## src/host_csr_pkg.sv

```systemverilog
// Constants and carrier types for the host status and indirect access registers.
// Assumes a 16-bit host bus logic block on the same clock that issues single-cycle strobes.
//
// Overview of operation
// - Timer count reads in low half, all ones after reset.
// - Word order all ones: address bit one high selects the low half.
// - Any other word order value: address bit one high selects the high half.
// - Network side FIFO word order never depends on the word order control.
// - 32-bit free tick count clears on reset, steps at 25 MHz, wraps.
// - First half read snapshots the free count; second half reads the snapshot.
// - Free count may take up to 160 ns to read zero after reset.
// - Free count keeps running in every power state.
// - Dropped frame tally counts each discarded frame, zero after reset.
// - Reading the dropped frame tally returns it and then clears it.
// - Tally crossing from 7fffffff to 80000000 raises an event.
// - Writing one to command bit 31 starts the access; zero does nothing.
// - Busy stays set until the access ends; read data valid when busy clears.
// - Command bit 30 picks read when one, write when zero; resets zero.
// - Command bits 7 to 0 pick the MAC register; reset zero.
// - Data register feeds writes and receives read results.
// - Timer counts only while configuration bit 29 is one.
// - Enable falling clears timer preload to all ones.
package host_csr_pkg;

  // ----------------------------------------
  // Register map (byte offsets)
  // ----------------------------------------
  localparam logic [7:0] OFS_TMR_CFG = 8'h8c;
  localparam logic [7:0] OFS_TMR_CNT = 8'h90;
  localparam logic [7:0] OFS_SWAP    = 8'h98;
  localparam logic [7:0] OFS_FREE    = 8'h9c;
  localparam logic [7:0] OFS_DROP    = 8'ha0;
  localparam logic [7:0] OFS_CMD     = 8'ha4;
  localparam logic [7:0] OFS_DATA    = 8'ha8;

  // ----------------------------------------
  // Field positions and values
  // ----------------------------------------
  localparam int          CMD_BUSY_BIT = 31;
  localparam int          CMD_DIR_BIT  = 30;
  localparam int          TMR_EN_BIT   = 29;
  localparam logic [15:0] TMR_RST      = 16'hffff;
  localparam logic [31:0] SWAP_ALL     = 32'hffffffff;
  localparam logic [31:0] DROP_HALF    = 32'h80000000;
  localparam logic [31:0] WORD_RST     = 32'h00000000;

  // ----------------------------------------
  // Timing
  // ----------------------------------------
  localparam int          SYS_CLK_MHZ  = 100;
  localparam int          TICK_MHZ     = 25;
  localparam int          TICK_DIV     = SYS_CLK_MHZ / TICK_MHZ;
  localparam logic [1:0]  TICK_LAST    = 2'(TICK_DIV - 1);
  localparam int          FREE_CLR_NS  = 160;
  localparam int          FREE_CLR_CYC = FREE_CLR_NS * SYS_CLK_MHZ / 1000;

  // ----------------------------------------
  // Types
  // ----------------------------------------
  typedef struct packed {
    logic       cs;
    logic       rd;
    logic       wr;
    logic [7:1] addr;
    logic [15:0] wdata;
  } host_req_t;

  typedef struct packed {
    logic        rnw;
    logic [7:0]  addr;
    logic [31:0] wdata;
  } mac_req_t;

  typedef enum logic {
    MAC_IDLE = 1'b0,
    MAC_BUSY = 1'b1
  } mac_state_t;

endpackage

```

## src/host_csr.sv

```systemverilog
// Host misc status registers: timer view, word order, free tick count,
// dropped frame tally and indirect MAC register access.
// Host strobes are synchronous to i_clk_sys; the MAC side answers with a done pulse.
`timescale 1ns/1ps

module host_csr
  import host_csr_pkg::*;
(
  input  wire logic        i_clk_sys,
  input  wire logic        i_reset,
  input  wire host_req_t   i_host,
  input  wire logic        i_frame_drop,
  input  wire logic        i_mac_done,
  input  wire logic [31:0] i_mac_rdata,
  output logic      [15:0] o_rdata,
  output logic             o_rvalid,
  output logic             o_swap_on,
  output logic             o_mac_req,
  output mac_req_t         o_mac_cmd,
  output logic             o_drop_half
);

  // ----------------------------------------
  // Address decode
  // ----------------------------------------
  logic [7:0]  word_ofs;
  logic        hi;
  logic        wr;
  logic        rd;
  logic [15:0] wd;

  logic [31:0] swap_q;
  logic        swap_on_q;
  logic [1:0]  div_q;
  logic        tick;
  logic [31:0] free_q;
  logic [31:0] free_snap_q;
  logic        free_armed_q;
  logic [31:0] drop_q;
  logic [31:0] drop_snap_q;
  logic        drop_armed_q;
  logic        drop_clr;
  logic        tmr_en_q;
  logic [15:0] preload_q;
  logic [15:0] tmr_cnt_q;
  mac_state_t  mac_state_q;
  logic        dir_q;
  logic [7:0]  csr_addr_q;
  logic [31:0] data_q;
  logic        start;
  logic [31:0] rd_word;

  assign word_ofs = {i_host.addr[7:2], 2'b00};
  // Registered word order: a new order applies from the access after next
  assign hi       = i_host.addr[1] ^ swap_on_q;
  assign wr       = i_host.cs & i_host.wr;
  assign rd       = i_host.cs & i_host.rd;
  assign wd       = i_host.wdata;

  // ----------------------------------------
  // Word order control
  // ----------------------------------------
  // Only host half placement changes; FIFO network order is fixed elsewhere.
  always_ff @(posedge i_clk_sys) begin
    if (i_reset) begin
      swap_q <= WORD_RST;
    end else if (wr && word_ofs == OFS_SWAP) begin
      if (hi) begin
        swap_q[31:16] <= wd;
      end else begin
        swap_q[15:0] <= wd;
      end
    end
  end

  always_ff @(posedge i_clk_sys) begin
    if (i_reset) begin
      swap_on_q <= 1'b0;
    end else begin
      swap_on_q <= (swap_q == SWAP_ALL);
    end
  end

  assign o_swap_on = swap_on_q;

  // ----------------------------------------
  // Free tick count
  // ----------------------------------------
  always_ff @(posedge i_clk_sys) begin
    if (i_reset) begin
      div_q <= 2'h0;
    end else if (tick) begin
      div_q <= 2'h0;
    end else begin
      div_q <= div_q + 2'h1;
    end
  end

  assign tick = (div_q == TICK_LAST);

  // No power state input: the count never pauses.
  always_ff @(posedge i_clk_sys) begin
    if (i_reset) begin
      free_q <= WORD_RST;
    end else if (tick) begin
      free_q <= free_q + 32'h1;
    end
  end

  // Whichever half comes first freezes the whole count.
  always_ff @(posedge i_clk_sys) begin
    if (i_reset) begin
      free_armed_q <= 1'b0;
      free_snap_q  <= WORD_RST;
    end else if (rd && word_ofs == OFS_FREE) begin
      if (!free_armed_q) begin
        free_snap_q  <= free_q;
        free_armed_q <= 1'b1;
      end else begin
        free_armed_q <= 1'b0;
      end
    end
  end

  // ----------------------------------------
  // Dropped frame tally
  // ----------------------------------------
  assign drop_clr = rd && word_ofs == OFS_DROP && !drop_armed_q;

  // A drop in the clearing cycle is kept, so no frame goes uncounted.
  always_ff @(posedge i_clk_sys) begin
    if (i_reset) begin
      drop_q <= WORD_RST;
    end else if (drop_clr) begin
      drop_q <= {31'h0, i_frame_drop};
    end else if (i_frame_drop) begin
      drop_q <= drop_q + 32'h1;
    end
  end

  // Second half of a read comes from the snapshot taken at the clear.
  always_ff @(posedge i_clk_sys) begin
    if (i_reset) begin
      drop_armed_q <= 1'b0;
      drop_snap_q  <= WORD_RST;
    end else if (rd && word_ofs == OFS_DROP) begin
      if (!drop_armed_q) begin
        drop_snap_q  <= drop_q;
        drop_armed_q <= 1'b1;
      end else begin
        drop_armed_q <= 1'b0;
      end
    end
  end

  always_ff @(posedge i_clk_sys) begin
    if (i_reset) begin
      o_drop_half <= 1'b0;
    end else begin
      o_drop_half <= i_frame_drop && !drop_clr && drop_q == DROP_HALF - 32'h1;
    end
  end

  // ----------------------------------------
  // General purpose timer
  // ----------------------------------------
  always_ff @(posedge i_clk_sys) begin
    if (i_reset) begin
      tmr_en_q  <= 1'b0;
      preload_q <= TMR_RST;
    end else if (wr && word_ofs == OFS_TMR_CFG) begin
      if (hi) begin
        tmr_en_q <= wd[TMR_EN_BIT-16];
        // Only a falling enable forces the preload; zero written while halted keeps it
        if (tmr_en_q && !wd[TMR_EN_BIT-16]) begin
          preload_q <= TMR_RST;
        end
      end else begin
        preload_q <= wd;
      end
    end
  end

  // Reloads from the preload on start and on each expiry.
  always_ff @(posedge i_clk_sys) begin
    if (i_reset) begin
      tmr_cnt_q <= TMR_RST;
    end else if (wr && word_ofs == OFS_TMR_CFG && hi && wd[TMR_EN_BIT-16] && !tmr_en_q) begin
      tmr_cnt_q <= preload_q;
    end else if (tmr_en_q && tick) begin
      if (tmr_cnt_q == 16'h0) begin
        tmr_cnt_q <= preload_q;
      end else begin
        tmr_cnt_q <= tmr_cnt_q - 16'h1;
      end
    end
  end

  // ----------------------------------------
  // Indirect MAC register access
  // ----------------------------------------
  // Writes while busy are dropped so a running access cannot be corrupted.
  assign start = wr && word_ofs == OFS_CMD && hi && wd[CMD_BUSY_BIT-16]
                 && mac_state_q == MAC_IDLE;

  // Done while idle is ignored, so a stray answer cannot end a later access
  always_ff @(posedge i_clk_sys) begin
    if (i_reset) begin
      mac_state_q <= MAC_IDLE;
    end else begin
      case (mac_state_q)
        MAC_IDLE: begin
          if (start) begin
            mac_state_q <= MAC_BUSY;
          end
        end
        MAC_BUSY: begin
          if (i_mac_done) begin
            mac_state_q <= MAC_IDLE;
          end
        end
        default: begin
          mac_state_q <= MAC_IDLE;
        end
      endcase
    end
  end

  always_ff @(posedge i_clk_sys) begin
    if (i_reset) begin
      dir_q      <= 1'b0;
      csr_addr_q <= 8'h00;
    end else if (wr && word_ofs == OFS_CMD && mac_state_q == MAC_IDLE) begin
      if (hi) begin
        dir_q <= wd[CMD_DIR_BIT-16];
      end else begin
        csr_addr_q <= wd[7:0];
      end
    end
  end

  always_ff @(posedge i_clk_sys) begin
    if (i_reset) begin
      data_q <= WORD_RST;
    end else if (mac_state_q == MAC_BUSY && i_mac_done && dir_q) begin
      data_q <= i_mac_rdata;
    end else if (wr && word_ofs == OFS_DATA && mac_state_q == MAC_IDLE) begin
      if (hi) begin
        data_q[31:16] <= wd;
      end else begin
        data_q[15:0] <= wd;
      end
    end
  end

  // Direction uses the value of the start write itself; address and data come from csr_addr_q and data_q.
  always_ff @(posedge i_clk_sys) begin
    if (i_reset) begin
      o_mac_req <= 1'b0;
      o_mac_cmd <= '0;
    end else begin
      o_mac_req <= start;
      if (start) begin
        o_mac_cmd.rnw   <= wd[CMD_DIR_BIT-16];
        o_mac_cmd.addr  <= csr_addr_q;
        o_mac_cmd.wdata <= data_q;
      end
    end
  end

  // ----------------------------------------
  // Read path
  // ----------------------------------------
  always_comb begin
    rd_word = WORD_RST;
    case (word_ofs)
      OFS_TMR_CFG: rd_word = {2'b00, tmr_en_q, 13'h0, preload_q};
      OFS_TMR_CNT: rd_word = {16'h0, tmr_cnt_q};
      OFS_SWAP:    rd_word = swap_q;
      OFS_FREE:    rd_word = free_armed_q ? free_snap_q : free_q;
      OFS_DROP:    rd_word = drop_armed_q ? drop_snap_q : drop_q;
      OFS_CMD:     rd_word = {mac_state_q == MAC_BUSY, dir_q, 22'h0, csr_addr_q};
      OFS_DATA:    rd_word = data_q;
      default:     rd_word = WORD_RST;
    endcase
  end

  // Read data holds between reads so a slow host may take it late
  always_ff @(posedge i_clk_sys) begin
    if (i_reset) begin
      o_rdata  <= 16'h0;
      o_rvalid <= 1'b0;
    end else begin
      o_rvalid <= rd;
      if (rd) begin
        o_rdata <= hi ? rd_word[31:16] : rd_word[15:0];
      end
    end
  end

endmodule

```

## config.mk

```make
export PLATFORM = sky130hd
export DESIGN_NAME = host_csr
export DESIGN_NICKNAME = d
export VERILOG_FILES = /design/src/host_csr_pkg.sv /design/src/host_csr.sv
export SDC_FILE = /design/constraint.sdc
export NUM_CORES = 1
export LEC_CHECK = 0
export BUFFER_PORTS_ARGS = -buffer_cell sky130_fd_sc_hd__buf_2
export CAP_MARGIN = 40
export CELL_PAD_IN_SITES_DETAIL_PLACEMENT = 0
export CELL_PAD_IN_SITES_GLOBAL_PLACEMENT = 1
export CORE_MARGIN = 10
export CORE_UTILIZATION = 45
export DETAILED_ROUTE_END_ITERATION = 8
export PLACE_DENSITY = 0.91
export SLEW_MARGIN = 20
export SYNTH_ARGS = -nofsm -noshare
export SYNTH_HDL_FRONTEND = slang
export SYNTH_SLANG_ARGS = --single-unit
```

## constraint.sdc

```tcl
create_clock -name i_clk_sys -period 3.1 [get_ports i_clk_sys]
set_input_delay 0.775 -clock i_clk_sys [delete_from_list [all_inputs] [get_ports i_clk_sys]]
set_output_delay 0.775 -clock i_clk_sys [all_outputs]
set_load 0.01 [all_outputs]
```

# --- After elaboration in Yosys (flattened, before gate mapping) ---
# Index checks and enable logic that the tools add are counted.
word_totals:
  register_bits: 300
  elab_cells: 107
  out_inout_bits: 61
classes:
  n_reduce_logical: 40
  bitwise_logic: 5
  add_sub_neg: 4
  n_eq_ne: 12
  muxes: 20
op_table:
  columns: ["cell", "n"]
  rows:
  - ["case mux 32 bit (7 select lines)", 1]
  - ["two-way mux 16 bit", 8]
  - ["two-way mux 32 bit", 4]
  - ["adder 32 x 1 -> 32 bit (second input constant)", 2]
  - ["== test 6 bit (second input constant)", 7]
  - ["== test 32 x 31 -> 1 bit (second input constant)", 1]
  - ["== test 32 bit (second input constant)", 1]
  - ["logical AND 1 bit", 21]
  - ["logical NOT 16 bit", 1]
  - ["AND reduction 2 bit", 8]
  - ["subtractor 16 x 1 -> 16 bit (second input constant)", 1]
  - ["nonzero test 2 bit", 4]
  - ["two-way mux 1 bit", 6]
  - ["logical NOT 1 bit", 4]
  - ["!= test 2 x 1 -> 1 bit (second input constant)", 2]
  - ["OR reduction 2 bit", 2]
  - ["adder 2 x 1 -> 2 bit (second input constant)", 1]
  - ["AND 1 bit", 2]
  - ["== test 2 bit (second input constant)", 1]
  - ["NOT 1 bit", 2]
  - ["case mux 1 bit (2 select lines)", 1]
  - ["bitwise XOR 1 bit", 1]

# --- Logic depth before layout (Yosys ltp) ---
logic_depth:
  word_depth: 7
  depth_mapped: 9
  mapped_depth_nobuf: 7

# --- Worst setup path before layout ---
# OpenSTA, ideal clock, no wires.
synth_path:
  path_type: "input-to-reg"
  startpoint: "input port i_host[17] (netlist bit)"
  endpoint: "register drop_q[1]"
  path_stages: 7
  path_buffers: 3
  path_slack_ns: 0.689
  arrival_time_ns: 2.292
  setup_time_ns: 0.119
  path_cell_list: "clkbuf_1 or2_2 or4_1 clkbuf_1 nand2b_1 buf_2 nor2_1"
synth_between:
  elab_chain_len: 4
synth_rtl:
  columns: ["element", "line_no", "rtl"]
  rows:
  - ["start: declaration", "host_csr.sv:11", "input wire host_req_t i_host,"]
  - ["== test 6 bit", "host_csr.sv:128", "assign drop_clr = rd && word_ofs == OFS_DROP && !drop_armed_q;"]
  - ["logical AND 1 bit (2 in a row)", "host_csr.sv:128", null]
  - ["OR reduction 2 bit (no line)", null, null]
  - ["end signal: assignment", "host_csr.sv:135", "drop_q <= {31'h0, i_frame_drop};"]
  - ["end signal: assignment", "host_csr.sv:137", "drop_q <= drop_q + 32'h1;"]
  - ["end: declaration", "host_csr.sv:39", "logic [31:0] drop_q;"]
# No other way between the ends.
# A chain may end at the register's enable or synchronous reset.

# --- Worst setup path in the final report ---
layout_path:
  startpoint: "register div_q[0]"
  endpoint: "register free_q[24]"
layout_between:
  elab_chain_len: 1
layout_rtl:
  columns: ["element", "line_no", "rtl"]
  rows:
  - ["start: declaration", "host_csr.sv:34", "logic [1:0] div_q;"]
  - ["start signal: assignment", "host_csr.sv:95", "div_q <= div_q + 2'h1;"]
  - ["== test 2 bit", "host_csr.sv:99", "assign tick = (div_q == TICK_LAST);"]
  - ["end signal: assignment", "host_csr.sv:106", "free_q <= free_q + 32'h1;"]
  - ["end: declaration", "host_csr.sv:36", "logic [31:0] free_q;"]
# No other way between the ends.

==> key figures <==
STA
  – # setup viols final: 0
  – Endpoints failing hold: 0
  – Total negative slack: 0 ns
  – Fin Clk Skew: 0.0287 ns
  – Fmax: between 0.4 and 0.5 GHz
  – Final period utilization: 0.804
  – RSZ-0062 raised after global routing: no
  – Max Slew Vio Count: 0
  – Slack of the critical path: approximately 0.6 ns
  – Slew HR: 0.407
  – Worst Tran Pin Value: a little under 0.9 ns
  – Min cycle time layout: around 2.5 ns

Global routing
  – GRT overflow: 0
  – Initial antenna violation count: 1
  – Largest net degree at the start of global routing: around 170
  – Vias in the first global route: roughly 12000
  – First-pass GRT wire length: 71800 um
  – All-layer global routing usage: 0.232

Die
  – Num ports: roughly 120
  – DIE HEIGHT: 196 um
  – FP Rows: 64
  – Core area: 30500 um2
  – DIE AREA: 38200 um2
  – Starting Density: 0.455
  – Die X: roughly 200 um

Clocking
  – Clock sink total: 300
  – Cts-stage hold buffer count: 0
  – CTS buffer count: 34
  – CTS tree: built
  – CTS Buffer Depth: 3
  – Root buf cell: clkbuf_16
  – Worst skew pair latency: around 0.52 ns
  – Clock-pin slew on the worst setup and hold paths: around 0.06 ns
  – Post-CTS Setup Inserts: 0
  – Htree depth: 2
  – CTS resizes: 0

Route
  – Wire per inst: ~21 um
  – 1st-iter DRT viols: about 1800
  – Vias/cell: between 6 and 7
  – Antenna Nets Post-Route: 0
  – Via count: about 13000
  – TritonRoute pass-1 iters: 7
  – # DRC: 0
  – Total Wirelength: around 47000 um

Pwr
  – Leakage: 0.00566 uW
  – PD cells: ~520 nW/um2
  – Worst VDD drop: roughly 390 uV

Worst setup path
  – Startpoint Class: flip-flop
  – Critical path endpoint category: flip-flop
  – Worst endpoint required time: 3.48 ns
  – Worst R2R Setup Slack: a little over 0.6 ns
  – Worst Path Buf+Inv: 0
  – CP max FO: 12
  – Kind of critical path: flip-flop to flip-flop
  – Critical path, cell by cell: ha_1 > nand4_1 > or3_1 > nor4_1 > xnor2_1 > nor2_1
  – Critical-path top delay cell: or3_1
  – Crit path DAT: 2.87 ns
  – Crit path largest cell delay: between 0.6 and 0.7 ns
  – Crit path max-delay family: simple AND/OR/NAND/NOR gates

Logic synthesis
  – Mapped Avg Cell Area: around 8 um2
  – #FFs+latches synth: 300
  – Top FF cell, synth: dfxtp_1
  – EDFF count, synth: 0
  – YS warnings: 0
  – Syn Nets: ~1800
  – Ys async rst share: 0
  – Cell variety after synth: just under 80
  – Synth Cell Area: around 14000 um2
  – Gate Count Post-Synth: around 1700
  – Sequential-to-total area share from yosys stat: 0.433

Finish
  – Layout cells sized above 1: 0.171
  – Fillers: around 2800
  – Area Growth Syn to Fin: 16.3%
  – Final net count: 1831

Place
  – GP Congestion: 1.03
  – Detailed Place HPWL: approximately 33000 um
  – Port Buffers: about 120
  – Placement Setup Slack: approximately 0.38 ns

Job
  – MaxCap Viol Count: 0

Worst hold path
  – Worst Hold Class: flip-flop to flip-flop

Outcome
  – Status: completed
## cells in the final DEF, fill, tap and decap left out, types with 14 or more instances in the layout
cell type,netlist,layout
nand2_1,371,371
inv_1,17,17
a222oi_1,27,27
a211oi_1,18,18
nand4_1,27,27
xnor2_1,29,29
mux2_2,48,48
nor2_1,115,114
clkbuf_16,0,35
nor3_1,17,17
dfxtp_1,300,300
xor2_1,20,20
nand2b_1,22,22
nor4_1,14,14
a21oi_1,186,186
nand3_1,53,52
buf_2,30,121
or3_1,16,16
a311oi_1,16,16
a22oi_1,27,27
o21ai_0,38,38
buf_4,3,42
o22ai_1,16,16
mux2i_1,43,43
## final timing paths
kind	from	cells after the start	end
hold / removal	div_q[0]$_SDFF_PP0_	1	div_q[0]$_SDFF_PP0_
setup reg to reg	div_q[0]$_SDFF_PP0_	6	free_q[24]$_SDFFE_PP0P_
setup / recovery	div_q[0]$_SDFF_PP0_	6	free_q[24]$_SDFFE_PP0P_
hold reg to reg	div_q[0]$_SDFF_PP0_	1	div_q[0]$_SDFF_PP0_
## worst register-to-register path, cell delays in order, from the launching register on
cell,delay [ns]
dfxtp_1,0.33
ha_1,0.39
nand4_1,0.31
or3_1,0.67
nor4_1,0.43
xnor2_1,0.16
nor2_1,0.05
## layer usage
metal  part of all wire  up-vias  GRT usage
li1                   -     6129          -
met1               0.42     6210      0.313
met2               0.43      731      0.348
met3               0.11      108     0.0541
met4              0.041        0     0.0970
met5                  0        -          0
## layout make-up
type / count / area [um2] / share of cell area
Multi-Input combinational cell: 1240 / 7290 / 0.452
Tap cell: 396 / 495 / 0.0307
Clock inverter: 9 / 149 / 0.00923
Inverter: 17 / 63.8 / 0.00396
Sequential cell: 300 / 6010 / 0.372
Timing Repair Buffer: 171 / 1070 / 0.0667
Clock buffer: 51 / 1040 / 0.0642
Antenna cell: 3 / 7.51 / 0.000466
## synth_stat cells (7+ instances only)
cell type / n / share of area
nor3_1: 17 / 0.0061
mux2_2: 48 / 0.039
or3_1: 16 / 0.0072
nand4_1: 27 / 0.012
a221oi_1: 12 / 0.0076
nand3_1: 53 / 0.019
a22oi_1: 27 / 0.015
o21ai_0: 38 / 0.014
a21oi_1: 186 / 0.067
nor2_1: 115 / 0.031
a311oi_1: 16 / 0.010
dfxtp_1: 300 / 0.43
xor2_1: 20 / 0.013
mux2i_1: 43 / 0.031
buf_2: 30 / 0.011
nor4_1: 14 / 0.0063
clkbuf_1: 83 / 0.022
or4_1: 7 / 0.0038
a222oi_1: 27 / 0.019
xnor2_1: 29 / 0.018
and3_1: 8 / 0.0036
nand4b_1: 7 / 0.0044
nand2_1: 371 / 0.10
buf_1: 7 / 0.0019
o22ai_1: 16 / 0.0072
nand2b_1: 22 / 0.0099
inv_1: 17 / 0.0046
a211oi_1: 18 / 0.0097
## cells by family (layout without fill, tap and decap cells)
family,after synthesis,in the layout,synth area share
flip-flops,300,300,0.433
XOR/XNOR,51,51,0.0333
other,0,3,0
AND/OR/NAND/NOR,713,713,0.242
buffers and inverters,143,248,0.0429
multiplexers,91,91,0.0700
adder cells (fa/ha/maj),5,5,0.00451
AO/OA/AOI/OAI,380,380,0.174
## power breakdown
group / switching, uW / total [uW] / internal, uW
logic: 203 / 290 / 86.5
clock network: 1630 / 4270 / 2640
registers: 11.8 / 3880 / 3870
## stage by stage
stage	utilization	area [um2]	hold slack, ns	total power [uW]	cells
after detailed placement	0.489	14900	0.427	4240	2124
after floorplan	-	13900	0.404	4100	1683
final	0.529	16100	0.430	8430	2187
after global placement	0.489	14900	0.413	4240	2124
after global routing	0.528	16100	0.444	8650	2185
after CTS	0.528	16100	0.437	8460	2184
## state kept, by name, summed over array words and instances (netlist names), 32 cells and up
name,count
data_q,32
drop_q,32
drop_snap_q,32
free_q,32
free_snap_q,32
o_mac_cmd,41
swap_q,32
Note: power is estimated with default switching activity, not from simulation.
